<file path="src/cms_regs.vh">
/*
 * Constants of the command-mode and sleep control block: command codes,
 * reset values, legal ranges and timing counts.
 * Assumes a 250 MHz reference clock; included by the design files only.
 */
`ifndef CMS_REGS_VH
`define CMS_REGS_VH

// parameter selectors on the command port
`define CMS_CMD_FIRMWARE_REV    4'h0
`define CMS_CMD_HARDWARE_REV    4'h1
`define CMS_CMD_SUPPLY_VOLTAGE  4'h2
`define CMS_CMD_CMD_TIMEOUT     4'h3
`define CMS_CMD_GUARD_TIME      4'h4
`define CMS_CMD_ESCAPE_CHAR     4'h5
`define CMS_CMD_SLEEP_MODE      4'h6
`define CMS_CMD_SILENT_WAKE     4'h7
`define CMS_CMD_SLEEP_INTERVAL  4'h8
`define CMS_CMD_IDLE_BEFORE     4'h9
`define CMS_CMD_LEAVE_CMD_MODE  4'hf

// reset values
`define CMS_RST_CMD_TIMEOUT     16'h0064
`define CMS_RST_GUARD_TIME      16'h03e8
`define CMS_RST_ESCAPE_CHAR     8'h2b
`define CMS_RST_SLEEP_MODE      8'h00
`define CMS_RST_SILENT_WAKE     16'h0001
`define CMS_RST_SLEEP_INTERVAL  16'h0020
`define CMS_RST_IDLE_BEFORE     16'h1388

// legal ranges
`define CMS_MIN_CMD_TIMEOUT     16'h0002
`define CMS_MAX_CMD_TIMEOUT     16'h028f
`define CMS_MIN_GUARD_TIME      16'h0001
`define CMS_MAX_GUARD_TIME      16'h0ce4
`define CMS_MIN_SILENT_WAKE     16'h0001
`define CMS_MIN_SLEEP_INTERVAL  16'h0020
`define CMS_MAX_SLEEP_INTERVAL  16'h0af0
`define CMS_MIN_IDLE_BEFORE     16'h0001
`define CMS_MAX_IDLE_BEFORE     16'hfffe

// sleep modes
`define CMS_SLEEP_OFF           8'h00
`define CMS_SLEEP_PIN           8'h01
`define CMS_SLEEP_CYCLIC        8'h04

// escape sequence length
`define CMS_ESCAPE_COUNT        2'h3

// timing: units and derived cycle counts
`define CMS_CLK_PERIOD_NS       4
`define CMS_MS_NS               1000000
`define CMS_MS_CYCLES           (`CMS_MS_NS / `CMS_CLK_PERIOD_NS)
`define CMS_CMD_UNIT_MS         17'd100
`define CMS_SLEEP_UNIT_MS       16'd10
`define CMS_QUARTER_UNITS       16'd25
`define CMS_MAX_SLEEP_UNITS     16'd2800

// supply scaling: millivolts = raw * 1200 / 1023
`define CMS_SUPPLY_MUL          28'd1200
`define CMS_SUPPLY_DIV          28'd1023

`endif

</file>
<file path="src/cms_ms_tick.v">
/*
 * Millisecond tick generator: one-cycle pulse every DIV clock cycles.
 * Assumes a free-running clock and a synchronous active-low reset.
 */
`default_nettype none

module cms_ms_tick #(
	parameter DIV = 250000
) (
	input  wire ref_clk,
	input  wire reset_n,
	output reg  tick
);

	reg [31:0] count;

	// divider restarts from zero at reset so the first tick is a full ms away
	always @(posedge ref_clk) begin
		if (!reset_n) begin
			count <= 32'h0000_0000;
			tick  <= 1'b0;
		end else if (count == DIV - 1) begin
			count <= 32'h0000_0000;
			tick  <= 1'b1;
		end else begin
			count <= count + 32'h0000_0001;
			tick  <= 1'b0;
		end
	end

endmodule

`default_nettype wire

</file>
<file path="src/cms_control.v">
/*
 * Command-mode entry/exit and sleep control of a serial-attached radio node.
 * Assumes serial bytes and command requests arrive as one-cycle strobes
 * synchronous to ref_clk, already decoded by a receiver outside this block.
 */
`include "cms_regs.vh"
`default_nettype none

module cms_control #(
	parameter        MS_CYCLES    = `CMS_MS_CYCLES,
	parameter [15:0] FIRMWARE_REV = 16'h1234, // arbitrary value
	parameter [15:0] HARDWARE_REV = 16'h0abc  // arbitrary value
) (
	input  wire        ref_clk,
	input  wire        reset_n,
	input  wire        rxValid,
	input  wire [7:0]  rxByte,
	input  wire        radioRx,
	input  wire        radioPending,
	input  wire        sleepPinRequest,
	input  wire [15:0] supplyRaw,
	input  wire        cmdValid,
	input  wire        cmdWrite,
	input  wire [3:0]  cmdCode,
	input  wire [15:0] cmdData,
	output reg         rspValid,
	output reg         rspError,
	output reg  [15:0] rspData,
	output reg         commandMode,
	output reg         routerRole,
	output reg         rejoinPulse,
	output reg         sleeping,
	output reg         awakeIndicator,
	output reg  [15:0] bufferHoldUnits
);

	localparam [1:0] MODE_IDLE  = 2'b01;
	localparam [1:0] MODE_CMD   = 2'b10;
	localparam [1:0] SLP_AWAKE  = 2'b01;
	localparam [1:0] SLP_ASLEEP = 2'b10;

	// programmable parameters
	reg [15:0] command_mode_timeout;
	reg [15:0] guard_time;
	reg [7:0]  escape_character;
	reg [7:0]  sleep_mode_select;
	reg [15:0] silent_wake_count;
	reg [15:0] sleep_interval;
	reg [15:0] idle_before_sleep;

	reg [1:0]  modeState;
	reg [1:0]  sleepState;
	reg [15:0] silentMs;
	reg [1:0]  escCount;
	reg [16:0] cmdIdleMs;
	reg [15:0] idleMs;
	reg [15:0] sleepMs;
	reg [15:0] periodCount;
	reg [15:0] supplyMv;

	wire        msTick;
	wire        guardMet;
	wire        cmdTaken;
	wire        leaveCmd;
	wire        writeOk;
	wire [16:0] cmdLimitMs;
	wire [15:0] sleepLimitMs;
	wire [27:0] supplyProd;
	wire [27:0] supplyQuot;
	reg  [15:0] next_readData;

	cms_ms_tick #(
		.DIV(MS_CYCLES)
	) u_tick (
		.ref_clk(ref_clk),
		.reset_n(reset_n),
		.tick   (msTick)
	);

	// range check shared by the timeout, guard time, sleep interval and idle-before parameters
	function inRange;
		input [15:0] value;
		input [15:0] lo;
		input [15:0] hi;
		begin
			inRange = (value >= lo) && (value <= hi);
		end
	endfunction

	// sleep length rounded up to quarter seconds and capped at 28 s
	function [15:0] effectiveUnits;
		input [15:0] units;
		reg   [15:0] quarters;
		reg   [15:0] rounded;
		begin
			quarters = (units + `CMS_QUARTER_UNITS - 16'd1) / `CMS_QUARTER_UNITS;
			rounded  = quarters * `CMS_QUARTER_UNITS;
			effectiveUnits = (rounded > `CMS_MAX_SLEEP_UNITS) ? `CMS_MAX_SLEEP_UNITS : rounded;
		end
	endfunction

	// commands only reach the parameters as coded fields in command mode
	assign cmdTaken     = cmdValid && modeState == MODE_CMD;
	assign leaveCmd     = cmdTaken && cmdCode == `CMS_CMD_LEAVE_CMD_MODE;
	assign guardMet     = silentMs >= guard_time;
	assign cmdLimitMs   = {1'b0, command_mode_timeout} * `CMS_CMD_UNIT_MS;
	assign sleepLimitMs = effectiveUnits(sleep_interval) * `CMS_SLEEP_UNIT_MS;
	assign supplyProd   = {12'h000, supplyRaw} * `CMS_SUPPLY_MUL;
	// divide the full product; only the quotient is cut to the reply width
	assign supplyQuot   = supplyProd / `CMS_SUPPLY_DIV;

	// write legality per parameter; bad values are refused, not clipped
	function writeLegal;
		input [3:0]  code;
		input [15:0] data;
		begin
			case (code)
				`CMS_CMD_CMD_TIMEOUT:
					writeLegal = inRange(data, `CMS_MIN_CMD_TIMEOUT, `CMS_MAX_CMD_TIMEOUT);
				`CMS_CMD_GUARD_TIME:
					writeLegal = inRange(data, `CMS_MIN_GUARD_TIME, `CMS_MAX_GUARD_TIME);
				`CMS_CMD_ESCAPE_CHAR:
					writeLegal = data[15:8] == 8'h00;
				`CMS_CMD_SLEEP_MODE:
					writeLegal = data == {8'h00, `CMS_SLEEP_OFF} || data == {8'h00, `CMS_SLEEP_PIN} ||
						data == {8'h00, `CMS_SLEEP_CYCLIC};
				`CMS_CMD_SILENT_WAKE:
					writeLegal = data >= `CMS_MIN_SILENT_WAKE;
				`CMS_CMD_SLEEP_INTERVAL:
					writeLegal = inRange(data, `CMS_MIN_SLEEP_INTERVAL, `CMS_MAX_SLEEP_INTERVAL);
				`CMS_CMD_IDLE_BEFORE:
					writeLegal = inRange(data, `CMS_MIN_IDLE_BEFORE, `CMS_MAX_IDLE_BEFORE);
				default:
					writeLegal = 1'b0;
			endcase
		end
	endfunction

	assign writeOk = writeLegal(cmdCode, cmdData);

	// read mux for queries
	always @* begin
		case (cmdCode)
			`CMS_CMD_FIRMWARE_REV:   next_readData = FIRMWARE_REV;
			`CMS_CMD_HARDWARE_REV:   next_readData = HARDWARE_REV;
			`CMS_CMD_SUPPLY_VOLTAGE: next_readData = supplyMv;
			`CMS_CMD_CMD_TIMEOUT:    next_readData = command_mode_timeout;
			`CMS_CMD_GUARD_TIME:     next_readData = guard_time;
			`CMS_CMD_ESCAPE_CHAR:    next_readData = {8'h00, escape_character};
			`CMS_CMD_SLEEP_MODE:     next_readData = {8'h00, sleep_mode_select};
			`CMS_CMD_SILENT_WAKE:    next_readData = silent_wake_count;
			`CMS_CMD_SLEEP_INTERVAL: next_readData = sleep_interval;
			`CMS_CMD_IDLE_BEFORE:    next_readData = idle_before_sleep;
			default:                 next_readData = 16'h0000;
		endcase
	end

	// supply scaling, registered once per cycle from the raw sample
	always @(posedge ref_clk) begin
		if (!reset_n)
			supplyMv <= 16'h0000;
		else
			supplyMv <= supplyQuot[15:0];
	end

	// command port: parameter writes, queries and response strobe
	always @(posedge ref_clk) begin
		if (!reset_n) begin
			command_mode_timeout <= `CMS_RST_CMD_TIMEOUT;
			guard_time           <= `CMS_RST_GUARD_TIME;
			escape_character     <= `CMS_RST_ESCAPE_CHAR;
			sleep_mode_select    <= `CMS_RST_SLEEP_MODE;
			silent_wake_count    <= `CMS_RST_SILENT_WAKE;
			sleep_interval       <= `CMS_RST_SLEEP_INTERVAL;
			idle_before_sleep    <= `CMS_RST_IDLE_BEFORE;
			rspValid             <= 1'b0;
			rspError             <= 1'b0;
			rspData              <= 16'h0000;
			rejoinPulse          <= 1'b0;
		end else begin
			rspValid    <= cmdTaken;
			rejoinPulse <= 1'b0;
			if (cmdTaken) begin
				rspError <= cmdWrite && !writeOk && !leaveCmd;
				rspData  <= cmdWrite ? 16'h0000 : next_readData;
				if (cmdWrite && writeOk) begin
					case (cmdCode)
						`CMS_CMD_CMD_TIMEOUT:    command_mode_timeout <= cmdData;
						`CMS_CMD_GUARD_TIME:     guard_time <= cmdData;
						`CMS_CMD_ESCAPE_CHAR:    escape_character <= cmdData[7:0];
						`CMS_CMD_SILENT_WAKE:    silent_wake_count <= cmdData;
						`CMS_CMD_SLEEP_INTERVAL: sleep_interval <= cmdData;
						`CMS_CMD_IDLE_BEFORE:    idle_before_sleep <= cmdData;
						`CMS_CMD_SLEEP_MODE: begin
							sleep_mode_select <= cmdData[7:0];
							// router leaves and rejoins as end device
							rejoinPulse <= sleep_mode_select == `CMS_SLEEP_OFF &&
								cmdData[7:0] != `CMS_SLEEP_OFF;
						end
						default: ;
					endcase
				end
			end
		end
	end

	// silence meter since the last serial byte, saturating
	always @(posedge ref_clk) begin
		if (!reset_n)
			silentMs <= 16'h0000;
		else if (rxValid)
			silentMs <= 16'h0000;
		else if (msTick && silentMs != 16'hffff)
			silentMs <= silentMs + 16'h0001;
	end

	// command mode entry, timeout and explicit exit
	always @(posedge ref_clk) begin
		if (!reset_n) begin
			modeState   <= MODE_IDLE;
			escCount    <= 2'h0;
			cmdIdleMs   <= 17'h00000;
			commandMode <= 1'b0;
		end else begin
			case (modeState)
				MODE_IDLE: begin
					cmdIdleMs <= 17'h00000;
					if (rxValid) begin
						// first escape needs prior silence, any other byte restarts
						if (rxByte == escape_character && escCount != `CMS_ESCAPE_COUNT &&
							(escCount != 2'h0 || guardMet))
							escCount <= escCount + 2'h1;
						else
							escCount <= 2'h0;
					end else if (escCount == `CMS_ESCAPE_COUNT && guardMet) begin
						modeState   <= MODE_CMD;
						commandMode <= 1'b1;
						escCount    <= 2'h0;
					end
				end
				MODE_CMD: begin
					escCount <= 2'h0;
					if (leaveCmd) begin
						modeState   <= MODE_IDLE;
						commandMode <= 1'b0;
					end else if (cmdTaken) begin
						cmdIdleMs <= 17'h00000;
					end else if (cmdIdleMs >= cmdLimitMs) begin
						modeState   <= MODE_IDLE;
						commandMode <= 1'b0;
					end else if (msTick) begin
						cmdIdleMs <= cmdIdleMs + 17'h00001;
					end
				end
				default: begin
					modeState   <= MODE_IDLE;
					commandMode <= 1'b0;
				end
			endcase
		end
	end

	// sleep sequencing; a router (sleep off) never leaves the awake state
	always @(posedge ref_clk) begin
		if (!reset_n) begin
			sleepState      <= SLP_AWAKE;
			idleMs          <= 16'h0000;
			sleepMs         <= 16'h0000;
			periodCount     <= 16'h0000;
			sleeping        <= 1'b0;
			awakeIndicator  <= 1'b1;
			routerRole      <= 1'b1;
			bufferHoldUnits <= `CMS_RST_SLEEP_INTERVAL;
		end else begin
			routerRole      <= sleep_mode_select == `CMS_SLEEP_OFF;
			bufferHoldUnits <= sleep_interval;
			case (sleepState)
				SLP_AWAKE: begin
					sleepMs <= 16'h0000;
					if (rxValid || radioRx)
						idleMs <= 16'h0000;
					else if (msTick && idleMs != 16'hffff)
						idleMs <= idleMs + 16'h0001;
					if (sleep_mode_select == `CMS_SLEEP_PIN && sleepPinRequest) begin
						sleepState     <= SLP_ASLEEP;
						sleeping       <= 1'b1;
						awakeIndicator <= 1'b0;
					end else if (sleep_mode_select == `CMS_SLEEP_CYCLIC && !rxValid && !radioRx &&
						idleMs >= idle_before_sleep && !commandMode) begin
						sleepState     <= SLP_ASLEEP;
						sleeping       <= 1'b1;
						awakeIndicator <= 1'b0;
					end
				end
				SLP_ASLEEP: begin
					idleMs <= 16'h0000;
					if (sleep_mode_select == `CMS_SLEEP_PIN) begin
						if (!sleepPinRequest) begin
							sleepState     <= SLP_AWAKE;
							sleeping       <= 1'b0;
							awakeIndicator <= 1'b1;
						end
					end else if (sleep_mode_select != `CMS_SLEEP_CYCLIC) begin
						// mode changed while asleep: wake and stay awake
						sleepState     <= SLP_AWAKE;
						sleeping       <= 1'b0;
						awakeIndicator <= 1'b1;
					end else if (sleepMs >= sleepLimitMs) begin
						sleepMs <= 16'h0000;
						// period over: pending radio data or enough silent periods wake the host
						if (radioPending || periodCount + 16'h0001 >= silent_wake_count) begin
							sleepState     <= SLP_AWAKE;
							sleeping       <= 1'b0;
							awakeIndicator <= 1'b1;
							periodCount    <= 16'h0000;
						end else begin
							periodCount <= periodCount + 16'h0001;
						end
					end else if (msTick) begin
						sleepMs <= sleepMs + 16'h0001;
					end
				end
				default: begin
					sleepState     <= SLP_AWAKE;
					sleeping       <= 1'b0;
					awakeIndicator <= 1'b1;
				end
			endcase
		end
	end

endmodule

`default_nettype wire

</file>
<file path="config.mk">
export PLATFORM = sky130hd
export DESIGN_NAME = cms_control
export DESIGN_NICKNAME = d
export VERILOG_FILES = /design/src/cms_ms_tick.v /design/src/cms_control.v
export VERILOG_INCLUDE_DIRS = /design/src /design/src/src
export SDC_FILE = /design/constraint.sdc
export NUM_CORES = 1
export LEC_CHECK = 0
export CORE_MARGIN = 2
export CORE_UTILIZATION = 25
export CTS_CLUSTER_DIAMETER = 40
export DETAILED_ROUTE_END_ITERATION = 8
export DONT_BUFFER_PORTS = 1
export PLACE_DENSITY = 0.48
export SYNTH_ARGS = -nofsm -noshare
export SYNTH_HDL_FRONTEND = slang
export SYNTH_SLANG_ARGS = --single-unit
</file>
<file path="constraint.sdc">
create_clock -name ref_clk -period 41.5 [get_ports ref_clk]
set_clock_uncertainty 0.05 [all_clocks]
set_input_delay 8.3 -clock ref_clk [delete_from_list [all_inputs] [get_ports ref_clk]]
set_output_delay 8.3 -clock ref_clk [all_outputs]
set_load 0.05 [all_outputs]
</file>
== Word-level counts from Yosys, hierarchy flattened ==
Cells that the tools add are included.
Storage, ports and cells
  register bits after elaboration: 271
  logic and storage cells: 213
  output and inout bits: 39
Cells by class
  multiply operators: 4
  add/subtract/negate cells: 9
  bitwise logic cells: 3
  order comparisons: 13
  reduce and logical (&&, ||, !) cells: 55
  multiplexer cells: 59
  equal/unequal tests: 41
  divide/modulo/power cells: 2
Operators with widths (number)
  $pmux W16 S10: 1
  $mux W16: 9
  $mux W17: 4
  $add A16 B1 Y16 const B: 4
  $ge A16 B16 Y1: 4
  $pmux W16 S2: 2
  $pmux W17 S2: 1
  $add A32 B1 Y32 const B: 1
  $eq A32 B18 Y1 const B: 1
  $le A16 B12 Y1 const B: 2
  $ne A16 B16 Y1 const B: 2
  $mux W2: 15
  $div A27 B10 Y28 const B: 1
  $reduce_and A4 Y1: 6
  $mul A16 B7 Y23 const B: 1
  $reduce_and A3 Y1: 7
  $logic_and A1 B1 Y1: 20
  $mux W1: 20
  $ne A3 B3 Y1 const B: 6
  $add A17 B1 Y17 const B: 1
  $ge A17 B17 Y1: 1
  $add A16 B5 Y16 const B: 1
  $div A16 B5 Y16 const B: 1
  $eq A16 B1 Y1 const B: 1
  other kinds (38): 74

== Logic depth before layout (Yosys ltp) ==
Gate-level depths: netlist (run 1).
  word-level depth: 12
  depth in mapped cells: 96

== Cells and area by module ==
A second synthesis (run 1) with hierarchy kept.
Second synthesis, totals
  cells, all modules: 3247
  area total of the unflattened synthesis: 25749.7 µm²
Modules (own cells, without submodules)
  cms_control: times used 1, area an instance 24048.1 µm², cells each 3048, seq. area each 4704.5 µm²
  cms_ms_tick: times used 1, area an instance 1701.6 µm², cells each 199, seq. area each 660.6 µm²

== Least setup slack after synthesis (run 1) ==
No wires, ideal clock.
  path type: input-to-reg
  from: input supplyRaw[6]
  to: register supplyMv[0]
  slack: 18511 ps
  arrival time: 22822 ps
  buffers on the path: 5
  setup time: 117 ps
  cell stages on the path: 63
  cell sequence: ha_1 ha_1 fa_1 inv_1 fa_1 inv_1 ha_1 buf_4 a21o_1 or2_4 o211a_1 or4_1 and4bb_4 and3_1 buf_6 nand2_1 a31oi_4 or4_1 [27 not listed] o21ai_1 and2_1 ha_1 buf_4 inv_1 or2_0 o22ai_1 or3_1 ha_1 and2_1 o21a_1 o211ai_2 xnor2_1 inv_1 ha_1 o2111ai_1 or4b_1 a32o_1
Between the ends
  word-level cells in the longest chain between the ends: 2
RTL lines
  start, declared: RTL line cms_control.v:21  | input wire [15:0] supplyRaw,
  $mul A16 B7 Y23 (no source line)
  $div A27 B10 Y28 (no source line)
  end signal, assigned: RTL line cms_control.v:163  | supplyMv <= supplyQuot[15:0];
  end, declared: RTL line cms_control.v:59  | reg [15:0] supplyMv;
Every way passes these cells.
A chain may end at the register's enable or synchronous reset.

== Final worst setup path (run 1) ==
  from: input supplyRaw[5]
  to: register supplyMv[0]
The elaborated chain is that of the path after synthesis.

==> results.ini, run 1 <==
[run_status]
status=completed

[clocking]
numCtsBuffers=48
clk_latency_ns=0.60
cts_root_buffer=clkbuf_16
cts.repair_timing.setup_buffer_count=0
hold_buffers=0
clockBufferDepth=3
clock-sinks=268
htree_levels=2
cts_tree=yes
cts_resized=0
clkTransAtPathRegs_ns=0.05

[finish]
area_growth_syn_to_layout_pct=11.60
nFillCells=11240
drive_above_1_share_pct=7.453
stdcell_count=4616
final_cell_mix=340 x nor2_1, 268 x dfxtp_1, 255 x ha_1, 231 x inv_1, 223 x nand2_1
final_common_cell=nor2_1
fin_nets=3554

[setup_path]
cp-start-kind=input port
critPathMaxFanout=13
crit_type=in -> reg
r2r_start=sleep_interval[3]$_SDFFE_PN0P_
crit_required_ns=41.93
crit_top_cell=ha_1
crit_start=supplyRaw[5]
arrival_ns=25.52
end_kind=register
critical_path.max_stage_delay_ns=0.91
critPathSlowestCell=nor4_2

[yosys]
synth_seq_cells=268
synth_edf_count=0
yosys_warnings=0
syn_inst=3252
syn_area_um2=25830
synth_ff_type=dfxtp_1
syn_avg_cell_area_um2=7.942
postSynth.asyncResetShare_pct=0
ys_types=139
synth_seq_area_share_pct=20.77

[grt]
grt_first_pass_wirelength_um=126700
grtUsageTotal_pct=14.68
grt_pass1_vias=22490
antenna_found_initial=5
grt_overflow=0
grt_max_degree=67

[floorplan]
core_area_um2=102200
dieArea_um2=105900
start_util_pct=25.27
die_w_um=325.4
io-pin-count=91
die_height_um=325.4
rows=117

[timing]
relSlewSlack_pct=18.82
max_freq_mhz=39.86
drv_slew=0
grt_setup_unrepaired=no
final-setup-viol-count=0
fin_setup_tns_ns=0
fin_crit_sh_pct=60.45
post-route-min-period_ns=25.09
worstMarginPinSlew_ns=1.215
finalHoldViolCount=0

[detailed_routing]
drt_first_pass_iters=6
vias=23460
wl_per_cell_um=17.28
route.detailed.drc=0
drtAntennaViolNets=0
drtIter0Drc=1655
totalWireLength_um=79780
vias_per_cell=5.083

[placement]
io_buffer_count=0
place_inst=4525
place_hpwl_um=63070
gp_congestion=0.8868

[flow_run]
maxCapViolCount=0

[hold_path]
hold_path.class=reg -> reg
hp-start=u_tick.count[0]$_SDFF_PP0_

==> per-layer routing <==
layer	global-route usage [%]	vias to the layer above	routed length, um
li1	-	11730	-
met1	20.60	11000	38660
met2	20.99	615	31710
met3	5.256	111	7528
met4	3.827	8	1822
met5	0	-	55
==> Yosys cell counts (34+ instances only) <==
library cell,n,share of area [%]
nor2_1,340,4.9
dfxtp_1,268,21
ha_1,255,12
inv_1,231,3.4
nand2_1,223,3.2
a21oi_1,211,4.1
o21ai_0,132,2.6
xnor2_1,110,3.7
xor2_1,109,3.7
nand3_1,98,1.9
mux2i_1,85,3.3
and3_1,74,1.8
nor3_1,67,1.3
clkbuf_1,65,0.94
nand2b_1,52,1.3
and2_1,49,1.2
a22oi_1,47,1.4
nand4_1,44,1.1
a21o_1,43,1.2
nor2b_1,43,1.0
fa_1,40,3.1
a31oi_1,36,0.87
or3_1,34,0.82
==> state kept, by name, indices dropped and copies added, names as in the netlist, 2 cells and up <==
register / count
silent_wake_count: 16
guard_time: 16
sleep_mode_select: 8
escape_character: 8
sleep_interval: 16
command_mode_timeout: 16
silentMs: 16
cmdIdleMs: 17
idle_before_sleep: 16
periodCount: 16
rspData: 16
sleepMs: 16
u_tick.count: 32
bufferHoldUnits: 16
escCount: 2
idleMs: 16
supplyMv: 16
==> final timing paths <==
path	to	slack [ns]	cells past startpoint
hold reg to reg	u_tick.count[0]$_SDFF_PP0_	0.42	1
setup reg to reg	periodCount[2]$_SDFFE_PN0P_	17.80	87
hold / removal	u_tick.count[0]$_SDFF_PP0_	0.42	1
setup / recovery	supplyMv[0]$_SDFF_PN0_	16.41	58
==> worst max-delay path, delay by kind of cell <==
family / cells / cell delay (ns)
AOI/OAI and AO/OA: 23 / 6.42
muxes: 2 / 0.63
xor gates and xnor gates: 2 / 0.47
buffers and inverters: 4 / 0.31
adders and majority gates: 8 / 2.86
and+or+nand+nor: 19 / 6.46
==> per-stage QoR <==
stage	utilization [%]	worst slack (ns)	hold slack [ns]	instance area, um^2
after floorplan	-	18.51	0.3761	25830
after global placement	26.52	16.23	0.3979	27100
after detailed placement	26.52	16.12	0.4064	27100
after CTS	28.20	16.73	0.4185	28820
after global routing	28.21	15.07	0.4494	28820
final	28.21	16.41	0.4157	28820
==> cells by family (layout without fill, tap and decap cells) <==
kind of cell	count (synthesis)	after routing	synth area share, %
fa+ha+maj	298	298	15.57
other cells	1	3	0.01452
buf+inv	343	337	5.659
xor+xnor	221	221	7.553
compound gates	845	845	22.95
flops	268	268	20.77
simple gates	1181	1181	23.71
mux	95	95	3.774
==> layout make-up <==
class                           count  area (um^2)  share of cell area (%)
Multi-Input combinational cell   2642        19040                   66.06
Timing Repair Buffer               14        105.1                  0.3647
Antenna cell                        1        2.502                0.008682
Clock buffer                       54         1285                   4.458
Tap cell                         1368         1712                   5.939
Sequential cell                   268         5365                   18.62
Inverter                          233        877.1                   3.043
Clock inverter                     36        435.4                   1.511
Power of run 1 is not shown: default switching activity piles up to over one toggle a cycle in this logic, so the estimate is an artifact.
==> run 2, diff against run 1 <==
--- a/config.mk
+++ b/config.mk
@@ -11,7 +11,7 @@
 export CTS_CLUSTER_DIAMETER = 40
 export DETAILED_ROUTE_END_ITERATION = 8
 export DONT_BUFFER_PORTS = 1
-export PLACE_DENSITY = 0.48
+export PLACE_DENSITY = 0.5
 export SYNTH_ARGS = -nofsm -noshare
 export SYNTH_HDL_FRONTEND = slang
 export SYNTH_SLANG_ARGS = --single-unit
==> constraint.sdc (replaced) <==
create_clock -name ref_clk -period 22.2 [get_ports ref_clk]
set_clock_uncertainty 0.05 [all_clocks]
set_input_delay 4.44 -clock ref_clk [delete_from_list [all_inputs] [get_ports ref_clk]]
set_output_delay 4.44 -clock ref_clk [all_outputs]
set_load 0.05 [all_outputs]
==> results.ini, run 2 (synthesized netlist as in run 1, its figures left out) <==
[run_status]
status=completed  ; unchanged

[floorplan]
start_util_pct=25.27  ; unchanged
dieArea_um2=105900  ; unchanged
rows=117  ; unchanged
die_height_um=325.4  ; unchanged
core_area_um2=102200  ; unchanged
die_w_um=325.4  ; unchanged
io-pin-count=91  ; unchanged

[setup_path]
crit_type=in -> reg  ; unchanged
cp-start-kind=input port  ; unchanged
critPathSlowestCell=or4_1  ; was nor4_2
rr_worst_depth=95  ; was 87
crit_required_ns=22.64  ; was 41.93 ns
critical_path.max_stage_delay_ns=0.57  ; was 0.91 ns
crit_top_cell=ha_1  ; unchanged
r2r_start=sleep_interval[4]$_SDFFE_PN0P_  ; was sleep_interval[3]$_SDFFE_PN0P_
critPathMaxFanout=16  ; was 13
end_kind=register  ; unchanged
crit_start=supplyRaw[11]  ; was supplyRaw[5]
arrival_ns=21.47  ; was 25.52 ns

[placement]
place_hpwl_um=61590  ; was 63070 um
io_buffer_count=0  ; unchanged
dpl_cell_area_um2=27200  ; was 27100 um^2
gp_congestion=0.8673  ; was 0.8868

[finish]
fin_nets=3569  ; was 3554
reg_top3=u_tick.count x32, cmdIdleMs x17  ; unchanged
drive_above_1_share_pct=7.919  ; was 7.453%
area_growth_syn_to_layout_pct=11.69  ; was 11.60%
final_common_cell=nor2_1  ; unchanged
final_cell_mix=339 x nor2_1, 268 x dfxtp_1, 255 x ha_1, 231 x inv_1, 223 x nand2_1  ; was 340 x nor2_1, 268 x dfxtp_1, 255 x ha_1, 231 x inv_1, 223 x nand2_1
utilization_pct=28.23  ; was 28.21%
largest_register=u_tick.count  ; unchanged
largest_reg_flops=32  ; unchanged
stdcell_area_um2=28850  ; was 28820 um^2

[timing]
max_freq_mhz=47.55
post-route-min-period_ns=21.03
grt_setup_unrepaired=no  ; unchanged
drv_slew=0  ; unchanged
final-setup-viol-count=0  ; unchanged
finalHoldViolCount=0  ; unchanged
timing.hold.ws_ns=0.4173  ; was 0.4157 ns
fin_setup_tns_ns=0  ; unchanged
relSlewSlack_pct=30.16  ; was 18.82%
fin_crit_sh_pct=94.72
worstMarginPinSlew_ns=1.042  ; was 1.215 ns

[grt]
grt_max_degree=66  ; was 67
grtUsageTotal_pct=14.34  ; was 14.68%
grt_first_pass_wirelength_um=124400  ; was 126700 um
antenna_found_initial=5  ; unchanged
grt_pass1_vias=22360  ; was 22490
grt_overflow=0  ; unchanged

[clocking]
cts_root_buffer=clkbuf_16  ; unchanged
numCtsBuffers=44  ; was 48
clock-sinks=268  ; unchanged
cts_tree=yes  ; unchanged
hold_buffers=0  ; unchanged
htree_levels=2  ; unchanged
clkTransAtPathRegs_ns=0.06  ; was 0.05 ns
clk_latency_ns=0.59  ; was 0.60 ns
clockBufferDepth=3  ; unchanged

[hold_path]
hp-start=u_tick.count[0]$_SDFF_PP0_  ; unchanged
hold_path.class=reg -> reg  ; unchanged
min_path_cells=1  ; unchanged

[detailed_routing]
route.detailed.drc=0  ; unchanged
totalWireLength_um=78160  ; was 79780 um
vias=23420  ; was 23460
drtAntennaViolNets=0  ; unchanged
vias_per_cell=5.062  ; was 5.083
wl_per_cell_um=16.89  ; was 17.28 um
drtIter0Drc=1772  ; was 1655
drt_first_pass_iters=5  ; was 6

[flow_run]
maxCapViolCount=0  ; unchanged

-- run 2: final timing paths --
path / to / slack (ns)
max: supplyMv[0]$_SDFF_PN0_ / 1.17
min: u_tick.count[0]$_SDFF_PP0_ / 0.42
max reg2reg: sleepMs[5]$_SDFFE_PN0P_ / 2.06
min reg2reg: u_tick.count[0]$_SDFF_PP0_ / 0.42
-- run 2: timing repair --
item	in CTS	in global routing
setup buffers	0	5
setup endpoints to repair	0	30
gates resized for setup	0	15
-- run 2: stage by stage --
| stage | worst slack (ns) | std cells |
|---|---|---|
| 2_1_floorplan | 3.071 | 3253 |
| 3_3_place_gp | 0.1991 | 4539 |
| 3_5_place_dp | 0.2505 | 4539 |
| 4_1_cts | 0.8764 | 4621 |
| 5_1_grt | 0.01347 | 4627 |
| 6_report | 1.172 | 4627 |
-- run 2: layer usage --
metal,GRT usage [%],wire (um)
met1,20.07,38070
met3,4.543,6582
met4,3.627,1467
met2,21.09,32000
met5,0,39
-- run 2: area by class of cell --
class                      count  area, um^2
inverter                     233       877.1
clock buffer                  52        1141
fill                       11180       73340
multi-input combinational   2642       19120
antenna                        1       2.502
clock inverter                30       379.1
timing repair buffer          33       247.7
sequential                   268        5365
tap                         1368        1712
-- run 2: worst max-delay path, delay by kind of cell --
family                   cells  cell delay (ns)
buffers and inverters        4             0.31
AND/OR/NAND/NOR             17             5.35
XOR/XNOR                     2             0.53
AO/OA/AOI/OAI               25             7.28
multiplexers                 2             0.56
adder cells (fa/ha/maj)      8             2.94
Power of run 2 is left out for the same reason.
